## src/hdl/hspc_pulse_dec.sv

```systemverilog
// Shared constants of the pulse counter and its input pulse decoder.
//
// What this block does
// - Single input: one count per rising count edge, only while counting is enabled.
// - Single input: direction bit on counts down, off counts up.
// - Value is a 32-bit signed ring; max wraps to min and back.
// - Contact sets stepping up onto the setting, clears stepping below it.
// - Counting never stops or saturates at the setting.
// - Reset command with reset-enable on clears value and contact.
// - Retentive counter keeps value, contact and reset state across a warm restart.
// - With external start, counting begins when start rises while enabled.
// - External reset terminal resets the counter at once.
// - Two inputs: up input counts up, down input counts down, while enabled.
// - Two-input and quadrature modes show direction: on down, off up.
// - Two-input and quadrature counters are 32-bit up/down counters.
// - Quadrature: direction taken from the phase of two inputs.
// - Hardware mode: readable value refreshed by command; software mode: every count.
// - At most 32 compare commands, at most one table compare among them.
// - Compare output is driven the moment its comparison resolves.
// - Status shows whether the counter runs in hardware or software mode.
// - Any compare command in use demotes the counter to software mode.
// - Quadrature counts one edge per cycle by default, four when selected.
// - External reset acts on rising terminal, or on falling when inverted.
`timescale 1ns/10ps
package hspc_pkg;
   typedef enum logic [1:0] {
      HSPC_SINGLE,
      HSPC_DUAL,
      HSPC_QUAD
   } hspc_mode_e;

   localparam int          CLK_HZ        = 25000000;
   localparam int          NPINS         = 6;
   localparam int          PIN_A         = 0;
   localparam int          PIN_B         = 1;
   localparam int          PIN_XRST      = 2;
   localparam int          PIN_START     = 3;
   localparam int          PIN_RSTEN     = 4;
   localparam int          PIN_CNTEN     = 5;

   localparam logic [7:0]  ADR_CTRL      = 8'h00;
   localparam logic [7:0]  ADR_CMD       = 8'h04;
   localparam logic [7:0]  ADR_SETTING   = 8'h08;
   localparam logic [7:0]  ADR_VALUE     = 8'h0C;
   localparam logic [7:0]  ADR_STATUS    = 8'h10;
   localparam logic [7:0]  ADR_CMP_VAL   = 8'h14;
   localparam logic [7:0]  ADR_CMP_CTRL  = 8'h18;

   localparam int          CTRL_MODE     = 0;
   localparam int          CTRL_DIR      = 2;
   localparam int          CTRL_RETAIN   = 3;
   localparam int          CTRL_USTART   = 4;
   localparam int          CTRL_UXRST    = 5;
   localparam int          CTRL_RINV     = 6;
   localparam int          CTRL_FOUR     = 7;
   localparam int          CTRL_CSET     = 8;
   localparam int          CTRL_CCLR     = 9;

   localparam int          CMD_RESET     = 0;
   localparam int          CMD_XFER      = 1;
   localparam int          CMD_OUT       = 2;

   localparam int          ST_CONTACT    = 0;
   localparam int          ST_DIR        = 1;
   localparam int          ST_HW         = 2;
   localparam int          ST_RUN        = 3;
   localparam int          ST_CMP        = 4;
   localparam int          ST_ERR        = 5;

   localparam int          CC_TABLE      = 8;
   localparam logic [5:0]  CMP_MAX       = 6'h20;

   localparam logic [31:0] VAL_ZERO      = 32'h00000000;
   localparam logic [31:0] VAL_ONE       = 32'h00000001;
   localparam logic [31:0] VAL_MAX       = 32'h7FFFFFFF;
   localparam logic [31:0] VAL_MIN       = 32'h80000000;

   function automatic logic [31:0] merge(input logic [31:0] old, input logic [31:0] wd, input logic [3:0] sel);
      logic [31:0] r;
      r = old;
      for (int i = 0; i < 4; i++) begin
         if (sel[i]) begin
            r[i*8 +: 8] = wd[i*8 +: 8];
         end
      end
      return r;
   endfunction : merge
endpackage : hspc_pkg

// Turns the synchronised A and B levels into one count step with a direction.
module hspc_pulse_dec (
   input  wire logic               clk_i,
   input  wire logic               rst_b_i,
   input  wire logic               a_i,
   input  wire logic               b_i,
   input  wire hspc_pkg::hspc_mode_e mode_i,
   input  wire logic               four_edge_i,
   input  wire logic               dir_sel_i,
   output logic                    step_o,
   output logic                    down_o
);
   typedef struct packed {
      logic pa;
      logic pb;
      logic step;
      logic down;
   } hspc_dec_s;

   hspc_dec_s q;
   hspc_dec_s n;

   always_comb begin
      n      = q;
      n.pa   = a_i;
      n.pb   = b_i;
      n.step = 1'b0;
      n.down = 1'b0;
      case (mode_i)
         hspc_pkg::HSPC_SINGLE: begin
            n.step = a_i & ~q.pa;
            n.down = dir_sel_i;
         end
         hspc_pkg::HSPC_DUAL: begin
            // Simultaneous up and down edges cancel rather than racing.
            n.step = (a_i & ~q.pa) ^ (b_i & ~q.pb);
            n.down = b_i & ~q.pb;
         end
         hspc_pkg::HSPC_QUAD: begin
            if (four_edge_i) begin
               n.step = (a_i ^ q.pa) ^ (b_i ^ q.pb);
               n.down = ~(a_i ^ q.pb);
            end else begin
               n.step = a_i & ~q.pa;
               n.down = b_i;
            end
         end
         default: begin
            n.step = 1'b0;
         end
      endcase
   end

   always_ff @(posedge clk_i or negedge rst_b_i) begin
      if (!rst_b_i) begin
         q <= '0;
      end else begin
         q <= n;
      end
   end

   assign step_o = q.step;
   assign down_o = q.down;
endmodule : hspc_pulse_dec

```

## src/hdl/hspc_counter.sv

```systemverilog
// High-speed 32-bit up/down pulse counter with a classic Wishbone register slave.
//
// Added by the designer: the register offsets and the Wishbone interface to the registers.
`timescale 1ns/10ps
module hspc_counter (
   input  wire logic        clk_i,
   input  wire logic        rst_b_i,
   input  wire logic        wb_cyc_i,
   input  wire logic        wb_stb_i,
   input  wire logic        wb_we_i,
   input  wire logic [7:0]  wb_adr_i,
   input  wire logic [3:0]  wb_sel_i,
   input  wire logic [31:0] wb_dat_i,
   output logic [31:0]      wb_dat_o,
   output logic             wb_ack_o,
   input  wire logic        count_input_a_i,
   input  wire logic        count_input_b_or_reset_i,
   input  wire logic        ext_reset_terminal_i,
   input  wire logic        ext_start_terminal_i,
   input  wire logic        reset_enable_input_i,
   input  wire logic        count_enable_input_i,
   input  wire logic        warm_restart_i,
   output logic             contact_o,
   output logic             compare_out_o,
   output logic             dir_monitor_o,
   output logic             hw_mode_status_o
);
   typedef struct packed {
      logic [hspc_pkg::NPINS-1:0] s1;
      logic [hspc_pkg::NPINS-1:0] s2;
      logic [hspc_pkg::NPINS-1:0] s3;
      logic [31:0]                value;
      logic [31:0]                shadow;
      logic [31:0]                setting;
      logic [31:0]                cmp_val;
      hspc_pkg::hspc_mode_e       mode;
      logic                       dir_sel;
      logic                       retentive;
      logic                       use_start;
      logic                       use_xrst;
      logic                       rst_inv;
      logic                       four_edge;
      logic                       cmp_set_en;
      logic                       cmp_clr_en;
      logic [5:0]                 cmp_count;
      logic                       cmp_table;
      logic                       cmp_err;
      logic                       running;
      logic                       contact;
      logic                       dir;
      logic                       cmp_out;
      logic                       hw_mode;
      logic                       ack;
      logic [31:0]                rdata;
   } hspc_state_s;

   hspc_state_s q;
   hspc_state_s n;

   logic        step;
   logic        down;
   logic        hw_now;
   logic        xrst_cur;
   logic        xrst_prev;
   logic        xrst_hit;
   logic        start_rise;
   logic        count_ok;
   logic        req;
   logic        wr;
   logic        cmd_wr;
   logic        cmd_reset;
   logic        cmd_xfer;
   logic        warm_clear;
   logic        any_reset;
   logic        do_count;
   logic [31:0] next_value;
   logic [31:0] status_word;
   logic [31:0] ctrl_word;

   hspc_pulse_dec u_dec (
      .clk_i       (clk_i),
      .rst_b_i     (rst_b_i),
      .a_i         (q.s2[hspc_pkg::PIN_A]),
      .b_i         (q.s2[hspc_pkg::PIN_B]),
      .mode_i      (q.mode),
      .four_edge_i (q.four_edge),
      .dir_sel_i   (q.dir_sel),
      .step_o      (step),
      .down_o      (down)
   );

   // Any compare command in use takes the counter off the fast path.
   assign hw_now = (q.cmp_count == 6'h00) & ~q.cmp_table & ~q.cmp_set_en & ~q.cmp_clr_en;

   // In single-input mode the B pin doubles as the external reset terminal.
   assign xrst_cur   = (q.mode == hspc_pkg::HSPC_SINGLE) ? q.s2[hspc_pkg::PIN_B] : q.s2[hspc_pkg::PIN_XRST];
   assign xrst_prev  = (q.mode == hspc_pkg::HSPC_SINGLE) ? q.s3[hspc_pkg::PIN_B] : q.s3[hspc_pkg::PIN_XRST];
   assign xrst_hit   = q.use_xrst & (q.rst_inv ? (xrst_prev & ~xrst_cur) : (~xrst_prev & xrst_cur));
   assign start_rise = q.use_start & q.s2[hspc_pkg::PIN_START] & ~q.s3[hspc_pkg::PIN_START]
                       & q.s2[hspc_pkg::PIN_CNTEN];
   assign count_ok   = q.s2[hspc_pkg::PIN_CNTEN] & (~q.use_start | q.running);

   assign req        = wb_cyc_i & wb_stb_i & ~q.ack;
   assign wr         = req & wb_we_i;
   assign cmd_wr     = wr & (wb_adr_i == hspc_pkg::ADR_CMD) & wb_sel_i[0];
   assign cmd_reset  = cmd_wr & wb_dat_i[hspc_pkg::CMD_RESET] & q.s2[hspc_pkg::PIN_RSTEN];
   assign cmd_xfer   = cmd_wr & (wb_dat_i[hspc_pkg::CMD_XFER] | wb_dat_i[hspc_pkg::CMD_OUT]);
   assign warm_clear = warm_restart_i & ~q.retentive;
   assign any_reset  = cmd_reset | xrst_hit | warm_clear;
   assign do_count   = step & count_ok & ~any_reset;
   // Plain 32-bit arithmetic gives the signed ring for free.
   assign next_value = down ? (q.value - hspc_pkg::VAL_ONE) : (q.value + hspc_pkg::VAL_ONE);

   always_comb begin
      status_word                       = 32'h00000000;
      status_word[hspc_pkg::ST_CONTACT] = q.contact;
      status_word[hspc_pkg::ST_DIR]     = q.dir;
      status_word[hspc_pkg::ST_HW]      = q.hw_mode;
      status_word[hspc_pkg::ST_RUN]     = q.running;
      status_word[hspc_pkg::ST_CMP]     = q.cmp_out;
      status_word[hspc_pkg::ST_ERR]     = q.cmp_err;
      ctrl_word                                     = 32'h00000000;
      ctrl_word[hspc_pkg::CTRL_MODE +: 2]           = q.mode;
      ctrl_word[hspc_pkg::CTRL_DIR]                 = q.dir_sel;
      ctrl_word[hspc_pkg::CTRL_RETAIN]              = q.retentive;
      ctrl_word[hspc_pkg::CTRL_USTART]              = q.use_start;
      ctrl_word[hspc_pkg::CTRL_UXRST]               = q.use_xrst;
      ctrl_word[hspc_pkg::CTRL_RINV]                = q.rst_inv;
      ctrl_word[hspc_pkg::CTRL_FOUR]                = q.four_edge;
      ctrl_word[hspc_pkg::CTRL_CSET]                = q.cmp_set_en;
      ctrl_word[hspc_pkg::CTRL_CCLR]                = q.cmp_clr_en;
   end

   always_comb begin
      n         = q;
      n.s1      = {count_enable_input_i, reset_enable_input_i, ext_start_terminal_i,
                   ext_reset_terminal_i, count_input_b_or_reset_i, count_input_a_i};
      n.s2      = q.s1;
      n.s3      = q.s2;
      n.hw_mode = hw_now;
      n.ack     = req;

      if (start_rise) begin
         n.running = 1'b1;
      end

      if (do_count) begin
         n.value = next_value;
         if (!down && next_value == q.setting) begin
            n.contact = 1'b1;
         end
         if (down && q.value == q.setting) begin
            n.contact = 1'b0;
         end
         if (q.cmp_set_en && next_value == q.cmp_val) begin
            n.cmp_out = 1'b1;
         end
         if (q.cmp_clr_en && next_value == q.cmp_val) begin
            n.cmp_out = 1'b0;
         end
         if (q.mode != hspc_pkg::HSPC_SINGLE) begin
            n.dir = down;
         end
         if (!hw_now) begin
            n.shadow = next_value;
         end
      end
      if (q.mode == hspc_pkg::HSPC_SINGLE) begin
         n.dir = q.dir_sel;
      end

      if (cmd_xfer) begin
         n.shadow = q.value;
      end

      if (any_reset) begin
         n.value   = hspc_pkg::VAL_ZERO;
         n.shadow  = hspc_pkg::VAL_ZERO;
         n.contact = 1'b0;
         n.running = 1'b0;
      end

      if (wr) begin
         case (wb_adr_i)
            hspc_pkg::ADR_CTRL: begin
               if (wb_sel_i[0]) begin
                  // Code 3 names no mode, so it leaves the mode alone.
                  if (wb_dat_i[hspc_pkg::CTRL_MODE +: 2] != 2'h3) begin
                     n.mode = hspc_pkg::hspc_mode_e'(wb_dat_i[hspc_pkg::CTRL_MODE +: 2]);
                  end
                  n.dir_sel   = wb_dat_i[hspc_pkg::CTRL_DIR];
                  n.retentive = wb_dat_i[hspc_pkg::CTRL_RETAIN];
                  n.use_start = wb_dat_i[hspc_pkg::CTRL_USTART];
                  n.use_xrst  = wb_dat_i[hspc_pkg::CTRL_UXRST];
                  n.rst_inv   = wb_dat_i[hspc_pkg::CTRL_RINV];
                  n.four_edge = wb_dat_i[hspc_pkg::CTRL_FOUR];
               end
               if (wb_sel_i[1]) begin
                  n.cmp_set_en = wb_dat_i[hspc_pkg::CTRL_CSET];
                  n.cmp_clr_en = wb_dat_i[hspc_pkg::CTRL_CCLR];
               end
            end
            hspc_pkg::ADR_SETTING: begin
               n.setting = hspc_pkg::merge(q.setting, wb_dat_i, wb_sel_i);
            end
            hspc_pkg::ADR_CMP_VAL: begin
               n.cmp_val = hspc_pkg::merge(q.cmp_val, wb_dat_i, wb_sel_i);
            end
            hspc_pkg::ADR_CMP_CTRL: begin
               // A table compare counts among the 32, so it needs a count of one or more.
               if (wb_dat_i[5:0] > hspc_pkg::CMP_MAX ||
                   (wb_dat_i[hspc_pkg::CC_TABLE] && wb_dat_i[5:0] == 6'h00)) begin
                  n.cmp_err = 1'b1;
               end else if (wb_sel_i[0] && wb_sel_i[1]) begin
                  n.cmp_count = wb_dat_i[5:0];
                  n.cmp_table = wb_dat_i[hspc_pkg::CC_TABLE];
                  n.cmp_err   = 1'b0;
               end
            end
            default: begin
               n.cmp_err = q.cmp_err;
            end
         endcase
      end

      if (req) begin
         case (wb_adr_i)
            hspc_pkg::ADR_CTRL:     n.rdata = ctrl_word;
            hspc_pkg::ADR_SETTING:  n.rdata = q.setting;
            hspc_pkg::ADR_VALUE:    n.rdata = q.shadow;
            hspc_pkg::ADR_STATUS:   n.rdata = status_word;
            hspc_pkg::ADR_CMP_VAL:  n.rdata = q.cmp_val;
            hspc_pkg::ADR_CMP_CTRL: n.rdata = {23'h000000, q.cmp_table, 2'h0, q.cmp_count};
            default:                n.rdata = 32'h00000000;
         endcase
      end
   end

   always_ff @(posedge clk_i or negedge rst_b_i) begin
      if (!rst_b_i) begin
         q <= '0;
      end else begin
         q <= n;
      end
   end

   assign wb_dat_o         = q.rdata;
   assign wb_ack_o         = q.ack;
   assign contact_o        = q.contact;
   assign compare_out_o    = q.cmp_out;
   assign dir_monitor_o    = q.dir;
   assign hw_mode_status_o = q.hw_mode;
endmodule : hspc_counter

```

## config.mk

```make
export PLATFORM = sky130hd
export DESIGN_NAME = hspc_counter
export DESIGN_NICKNAME = d
export VERILOG_FILES = /design/src/hdl/hspc_pulse_dec.sv /design/src/hdl/hspc_counter.sv
export SDC_FILE = /design/constraint.sdc
export NUM_CORES = 1
export LEC_CHECK = 0
export ABC_AREA = 1
export BUFFER_PORTS_ARGS = -buffer_cell sky130_fd_sc_hd__buf_4
export CAP_MARGIN = 0
export CORE_ASPECT_RATIO = 0.7
export CORE_UTILIZATION = 62
export DETAILED_ROUTE_END_ITERATION = 7
export HOLD_SLACK_MARGIN = 0.02
export PLACE_DENSITY_LB_ADDON = 0.15
export SLEW_MARGIN = 15
export SYNTH_ARGS = -nofsm -noshare
export SYNTH_HDL_FRONTEND = slang
export SYNTH_HIERARCHICAL = 1
export SYNTH_SLANG_ARGS = --single-unit
```

## constraint.sdc

```tcl
create_clock -name clk_i -period 3.1 [get_ports clk_i]
set_input_delay 0.155 -clock clk_i [delete_from_list [all_inputs] [get_ports clk_i]]
set_output_delay 0.155 -clock clk_i [all_outputs]
set_load 0.005 [all_outputs]
```

### After elaboration in Yosys (flattened, before gate mapping)

Index checks and enable logic that the tools add are counted.

* multiplexer cells: 23
* bitwise logic cells: 46
* equal/unequal tests: 13
* $mul: 0
* magnitude comparators: 1
* reductions and logical operators: 38
* add/subtract/negate cells: 2
* div/mod/pow operators: 0
* shifts and indexed selects: 0

Operators with widths (number)
* 32-bit one-hot mux with 6 select lines: 1
* 64-bit two-way mux: 2
* 32-bit equality test: 3
* 32-bit two-way mux: 3
* 3-bit AND reduction: 11
* 32-bit by 1-bit adder with 32-bit output, second input constant: 1
* 32-bit by 1-bit subtractor with 32-bit output, second input constant: 1
* 8-bit by 5-bit equality test with 1-bit output, second input constant: 3
* 1-bit bitwise AND: 23
* 8-bit by 4-bit equality test with 1-bit output, second input constant: 2
* 1-bit NOT: 14
* 2-bit nonzero test: 7
* 6-bit zero test: 2
* 1-bit two-way mux: 12
* 8-bit by 3-bit equality test with 1-bit output, second input constant: 1
* 8-bit zero test: 1
* 2-bit AND reduction: 4
* 4-bit AND reduction: 2
* 6-bit greater-than comparator, second input constant: 1
* 1-bit logical AND: 6
* 1-bit one-hot mux with 3 select lines: 2
* 3-bit nonzero test: 2
* 1-bit XOR: 5
* 2-bit two-way mux: 2
* 9 further kinds: 12

* bits in writable memories: 0
* bits in latches: 0
* bits of input ports: 56
* memories kept: 0
* register bits after elaboration: 204
* memory bits (read-only): 0
* output and inout port bits: 37
* word-level logic and storage cells: 159

### Depth between registers and ports, before layout

* word-level depth: 14
* gate-level depth with buffers: 22
* mapped depth without buffers: 22

### Hierarchy

The synthesis kept the hierarchy.

By module, submodules not included
* hspc_counter: sequential area each 4979.8 um^2, area an instance 12868.6 um^2, cells each 1842, instances 1
* hspc_pulse_dec: sequential area each 100.1 um^2, area an instance 242.7 um^2, cells each 36, instances 1

### Least setup slack after synthesis

Ideal clock, no wire load.

* path kind: register to register
* from: register u_dec.q, in the netlist u_dec/down_o
* to: register q, in the netlist compare_out_o
* cell stages (with the launch flop): 21
* data arrival time: 2.732 ns
* library setup time: 0.113 ns
* clock period less this slack: 2.845 ns
* data required time: 2.987 ns
* path buffers: 0
* setup slack: 0.255 ns
* path through: dfrtp_1 > inv_1 > fa_1 > inv_1 > nand3_1 > nand2_2 > nand2_2 > nand2_2 > nand2_1 > nand2_2 > nand2_2 > nand2_2 > nand2_1 > nand2_1 > nand2_1 > nor2_1 > nand3_1 > nor2_2 > nand4_1 > nand2_1 > inv_1

* cells in the longest elaborated chain, start to end: 5
* elaborated cells between the ends (all ways): 7
* classes of those cells: 1 x eq/ne; 2 x mux; 4 x reduce/logical

Ends and longest elaborated chain
* start: declaration: line hspc_pulse_dec.sv:109 `hspc_dec_s q;`
* start signal: assignment: line hspc_pulse_dec.sv:147 `q <= n;`
* 32-bit two-way mux (*): line hspc_counter.sv:112 `assign next_value = down ? (q.value - hspc_pkg::VAL_ONE) : (q.value + hspc_pkg::VAL_ONE);`
* 32-bit equality test (*): line hspc_counter.sv:155, hspc_counter.sv:158
* 1-bit logical AND (on tied branches): line hspc_counter.sv:155, hspc_counter.sv:158
* 2-bit nonzero test (no line)
* 2-bit AND reduction (no line)
* end signal: assignment: line hspc_counter.sv:243 `q <= n;`
* end: declaration: line hspc_counter.sv:57 `hspc_state_s q;`

Mark *: on every way between the ends. The rest lies on a longest branch, timed or not.
A chain may end at the register's enable or synchronous reset.

### Worst setup path after layout

* from: register u_dec.q, in the netlist u_dec/down_o
* to: register q, in the netlist contact_o

* cells in the longest elaborated chain, start to end: 5
* elaborated cells between the ends (all ways): 10
* classes of those cells: 1 x eq/ne; 4 x mux; 5 x reduce/logical

Ends and longest elaborated chain
* 32-bit two-way mux: line hspc_counter.sv:112
* 32-bit equality test: line hspc_counter.sv:149 `if (!down && next_value == q.setting) begin`
* 1-bit logical AND: line hspc_counter.sv:149
* 3-bit nonzero test (no line)
* 2-bit AND reduction (no line)

Parallel ways exist; a longest one is shown, timed or not. The select of a mux whose other input is x is not followed.

==> impl_metrics.csv <==
group,metric,value,unit
status,status,"complete, but fails checks",
status,violations,"DRC",
cts,clock-sinks,203,
global_route,grt_overflow,0,
worst_setup_path,critPathKind,"reg -> reg",
floorplan,dieArea,0.0217,mm^2
yosys,ys.flop_type,"dfrtp_1",
floorplan,core,0.0208,mm^2
power_and_ir_drop,vdd_drop_max,0.569,mV
worst_setup_path,cp_max_fo,5,
timing,fin_skew,21.6,ps
global_route,antenna_found_initial,4,
yosys,netlist_instances,1878,
cts,cts.reportedPaths.clkPinSlew,70,ps
yosys,ys_warn_count,6,
cts,cts-buffers-inserted,20,
timing,hold_viol,0,
floorplan,boundaryPins,93,
floorplan,die_h,124,um
drt,detail-route-antenna-nets,0,
global_route,grt_max_degree,99,
worst_setup_path,cp-end-kind,"register",
timing,setup_viol,0,
drt,drt_iter0_drc,2196,
yosys,synthArstFlopShare,100,%
drt,vias,13900,
power_and_ir_drop,power.density,402,mW/mm^2
floorplan,start_util,63.2,%
global_route,grt_usage,45.4,%
drt,vias_per_cell,6.03,
global_route,gr-usage-met2,58.9,%
placed_design,gp_congestion,1.07,
layout,drive_above_1_share,14.6,%
yosys,syn-num-nets,1967,
global_route,grt-busiest-layer,"met1",
layout,area_growth,18.2,%
timing,worst_pin_slew,846,ps
drt,routed_wl,49.4,mm
yosys,avgSynthCellArea,6.98,um^2
power_and_ir_drop,total_power,6240,uW
global_route,grt_pass1_wl,73.2,mm
yosys,ys_types,41,
drt,wl_per_cell,21.5,um
timing,fin_crit,2960,ps
cts,cts_tree,"done",
global_route,grtUsageMet1,65.5,%
yosys,synth_seq_cells,203,
layout,layout.nets,2097,
cts,cts-root-buf,"clkbuf_16",
hold_path,hold_class,"in -> reg",
floorplan,fp-row-count,44,
worst_setup_path,required,3560,ps
layout,nFillCells,1549,
worst_setup_path,cpMostUsedCell,"nand2_2",
global_route,grt_use_met3,23.8,%
yosys,synth_area,0.0131,mm^2
cts,cts-htree-levels,1,
placed_design,place.detailed.hpwl,36.7,mm
power_and_ir_drop,leakagePower,0.00804,uW
worst_setup_path,crit_arrival,3420,ps
global_route,grt_pass1_vias,12700,
timing,rsz0062_at_grt,"true",
worst_setup_path,critPathMaxStageDelay,470,ps
drt,drc,7,
placed_design,place.port_buffers,92,
timing,max_freq,338,MHz
run,maxCapViolCount,0,
timing,maxSlewViolCount,0,
yosys,synth-edff-count,0,
timing,slew_headroom,43.6,%
floorplan,die_w,176,um
layout,finalCoreUtilization,74.7,%
worst_setup_path,slowest_stage,"dfrtp_2",
worst_setup_path,cp_cell_sequence,"buf_6 > inv_1 > fa_1 > inv_2 > nand3_1 > nand2_2 > nand2_2 > nand2_4 > nand2_2 > nand2_2 > nand2_1 > nand2_2 > inv_1 > nand2_1 > nand3_1 > nor2_1 > nand3_1 > nor2_1 > nand3_1 > a21oi_1",
worst_setup_path,startpoint_type,"register",
cts,clock_latency,540,ps
drt,drtPass1Iterations,8,
timing,period_share,95.5,%
yosys,synth_seq_area_share,38.7,%
layout,antenna_cells,0,
cts,cts_buffer_depth,3,
## path summary, 6_finish.rpt
path	start	end	slack (ps)	cells after the start
worst max-delay path	u_dec/down_o$_DFF_PN0_	contact_o$_DFFE_PN0P_	140	20
worst min-delay path	warm_restart_i	q[37]$_DFFE_PN0P_	90	4
worst max register to register	u_dec/down_o$_DFF_PN0_	contact_o$_DFFE_PN0P_	140	20
worst min register to register	n[195]$_DFF_PN0_	n[189]$_DFF_PN0_	360	0
max in group asynchronous	rst_b_i	q[131]$_DFFE_PN0P_	1990	3
min in group asynchronous	rst_b_i	q[76]$_DFFE_PN0P_	300	2
## synthesized netlist by cell type, types with 3 or more instances
| cell type | number | area [um^2] |
|---|---|---|
| o22ai_1 | 57 | 357 |
| dfrtp_1 | 203 | 5080 |
| clkinv_1 | 3 | 11.3 |
| inv_1 | 296 | 1110 |
| nand4_1 | 20 | 125 |
| o21ai_0 | 183 | 916 |
| inv_2 | 5 | 18.8 |
| and2_1 | 3 | 18.8 |
| xnor2_1 | 5 | 43.8 |
| nor2_1 | 93 | 349 |
| clkbuf_1 | 40 | 150 |
| xor2_1 | 36 | 315 |
| nand3_2 | 7 | 70.1 |
| buf_4 | 32 | 240 |
| o211ai_1 | 15 | 113 |
| a21oi_1 | 46 | 230 |
| nand2_1 | 535 | 2010 |
| a211oi_1 | 3 | 22.5 |
| nor2_2 | 8 | 50.1 |
| nor3_1 | 17 | 85.1 |
| a21oi_2 | 5 | 43.8 |
| nand3_1 | 159 | 796 |
| buf_2 | 3 | 15.0 |
| nand3b_1 | 13 | 97.6 |
| nand2_2 | 30 | 188 |
| ha_1 | 32 | 400 |
| o21bai_1 | 4 | 30.0 |
| nor4_1 | 8 | 50.1 |
## routing by layer
layer / vias to the layer above / share of wire [%]
li1: 6279 / -
met1: 6381 / 41
met2: 1059 / 38
met3: 132 / 19
met4: 8 / 2.3
met5: - / 0.10
## stage by stage
step / hold WS (ps) / setup slack (ps) / instance area (um^2) / TNS (ps) / instances
CTS: 66.9 / 98.2 / 15300 / 0 / 2295
finish: 94.1 / 140 / 15500 / 0 / 2298
global route: 102 / -33.2 / 15500 / -50.3 / 2298
global placement: 265 / 225 / 14200 / 0 / 2219
floorplan: -141 / 255 / 13100 / 0 / 1878
detailed placement: 266 / 119 / 14200 / 0 / 2219
## logic make-up after synthesis
group	count (synthesis)	share of synthesized area (%)
simple gates	903	30.1
buf+inv	379	11.8
compound gates	319	13.4
flops	203	38.7
xor+xnor	41	2.74
fa+ha+maj	33	3.21
## sequential cells by signal (all words and copies together), names as in the netlist
signal and cells:
ctrl_word 10, u_dec/q 2, n 12, dir_monitor_o 1
compare_out_o 1, wb_dat_o 32, hw_mode_status_o 1, contact_o 1
q 140, u_dec/step_o 1, u_dec/down_o 1, wb_ack_o 1
## placed cells by master (no fill, tap or decap), types with 5 or more instances in the layout
cell type      instances
xnor2_1                5
dfrtp_1              201
nor2_1                86
nor2_2                13
nor4_1                 8
ha_2                  10
nand3_2               14
clkbuf_16             21
o21ai_0              183
inv_2                  8
buf_12                 5
nand2_2               52
dlygate4sd3_1         40
nor3_1                17
nand4_1               20
xor2_1                36
a21oi_1               44
ha_1                  21
nand3_1              152
buf_4                135
o211ai_1              15
inv_1                293
o22ai_1               57
nand2_1              512
nand3b_1              13
clkbuf_8               7
## what timing repair did
| action | CTS | global route |
|---|---|---|
| resized for setup | 0 | 61 |
| hold buffers | 40 | 0 |
| buffers inserted | 0 | 2 |
| endpoints found under the hold margin | 170 | 0 |
| setup endpoints to repair | 0 | 2 |
## cell type report
cell class	count	area, um^2	share of cell area, %
Multi-Input combinational cell	1296	6680	43.1
Sequential cell	203	5080	32.8
Timing Repair Buffer	183	1560	10.1
Inverter	304	1140	7.36
Clock buffer	28	591	3.81
Tap cell	276	345	2.23
Clock inverter	8	103	0.662
## critical path, delay by kind of cell, from the launching register on
family	cells	cell delay, ps
simple gates	14	1470
flops	1	470
buf+inv	4	420
fa+ha+maj	1	400
compound gates	1	120
## power by group
| part | internal (uW) | switching [uW] | total, uW |
|---|---|---|---|
| Clock | 1430 | 1150 | 2590 |
| Sequential | 2730 | 61.1 | 2790 |
| Combinational | 315 | 548 | 863 |
No activity file was read; power rests on OpenSTA's default activity.
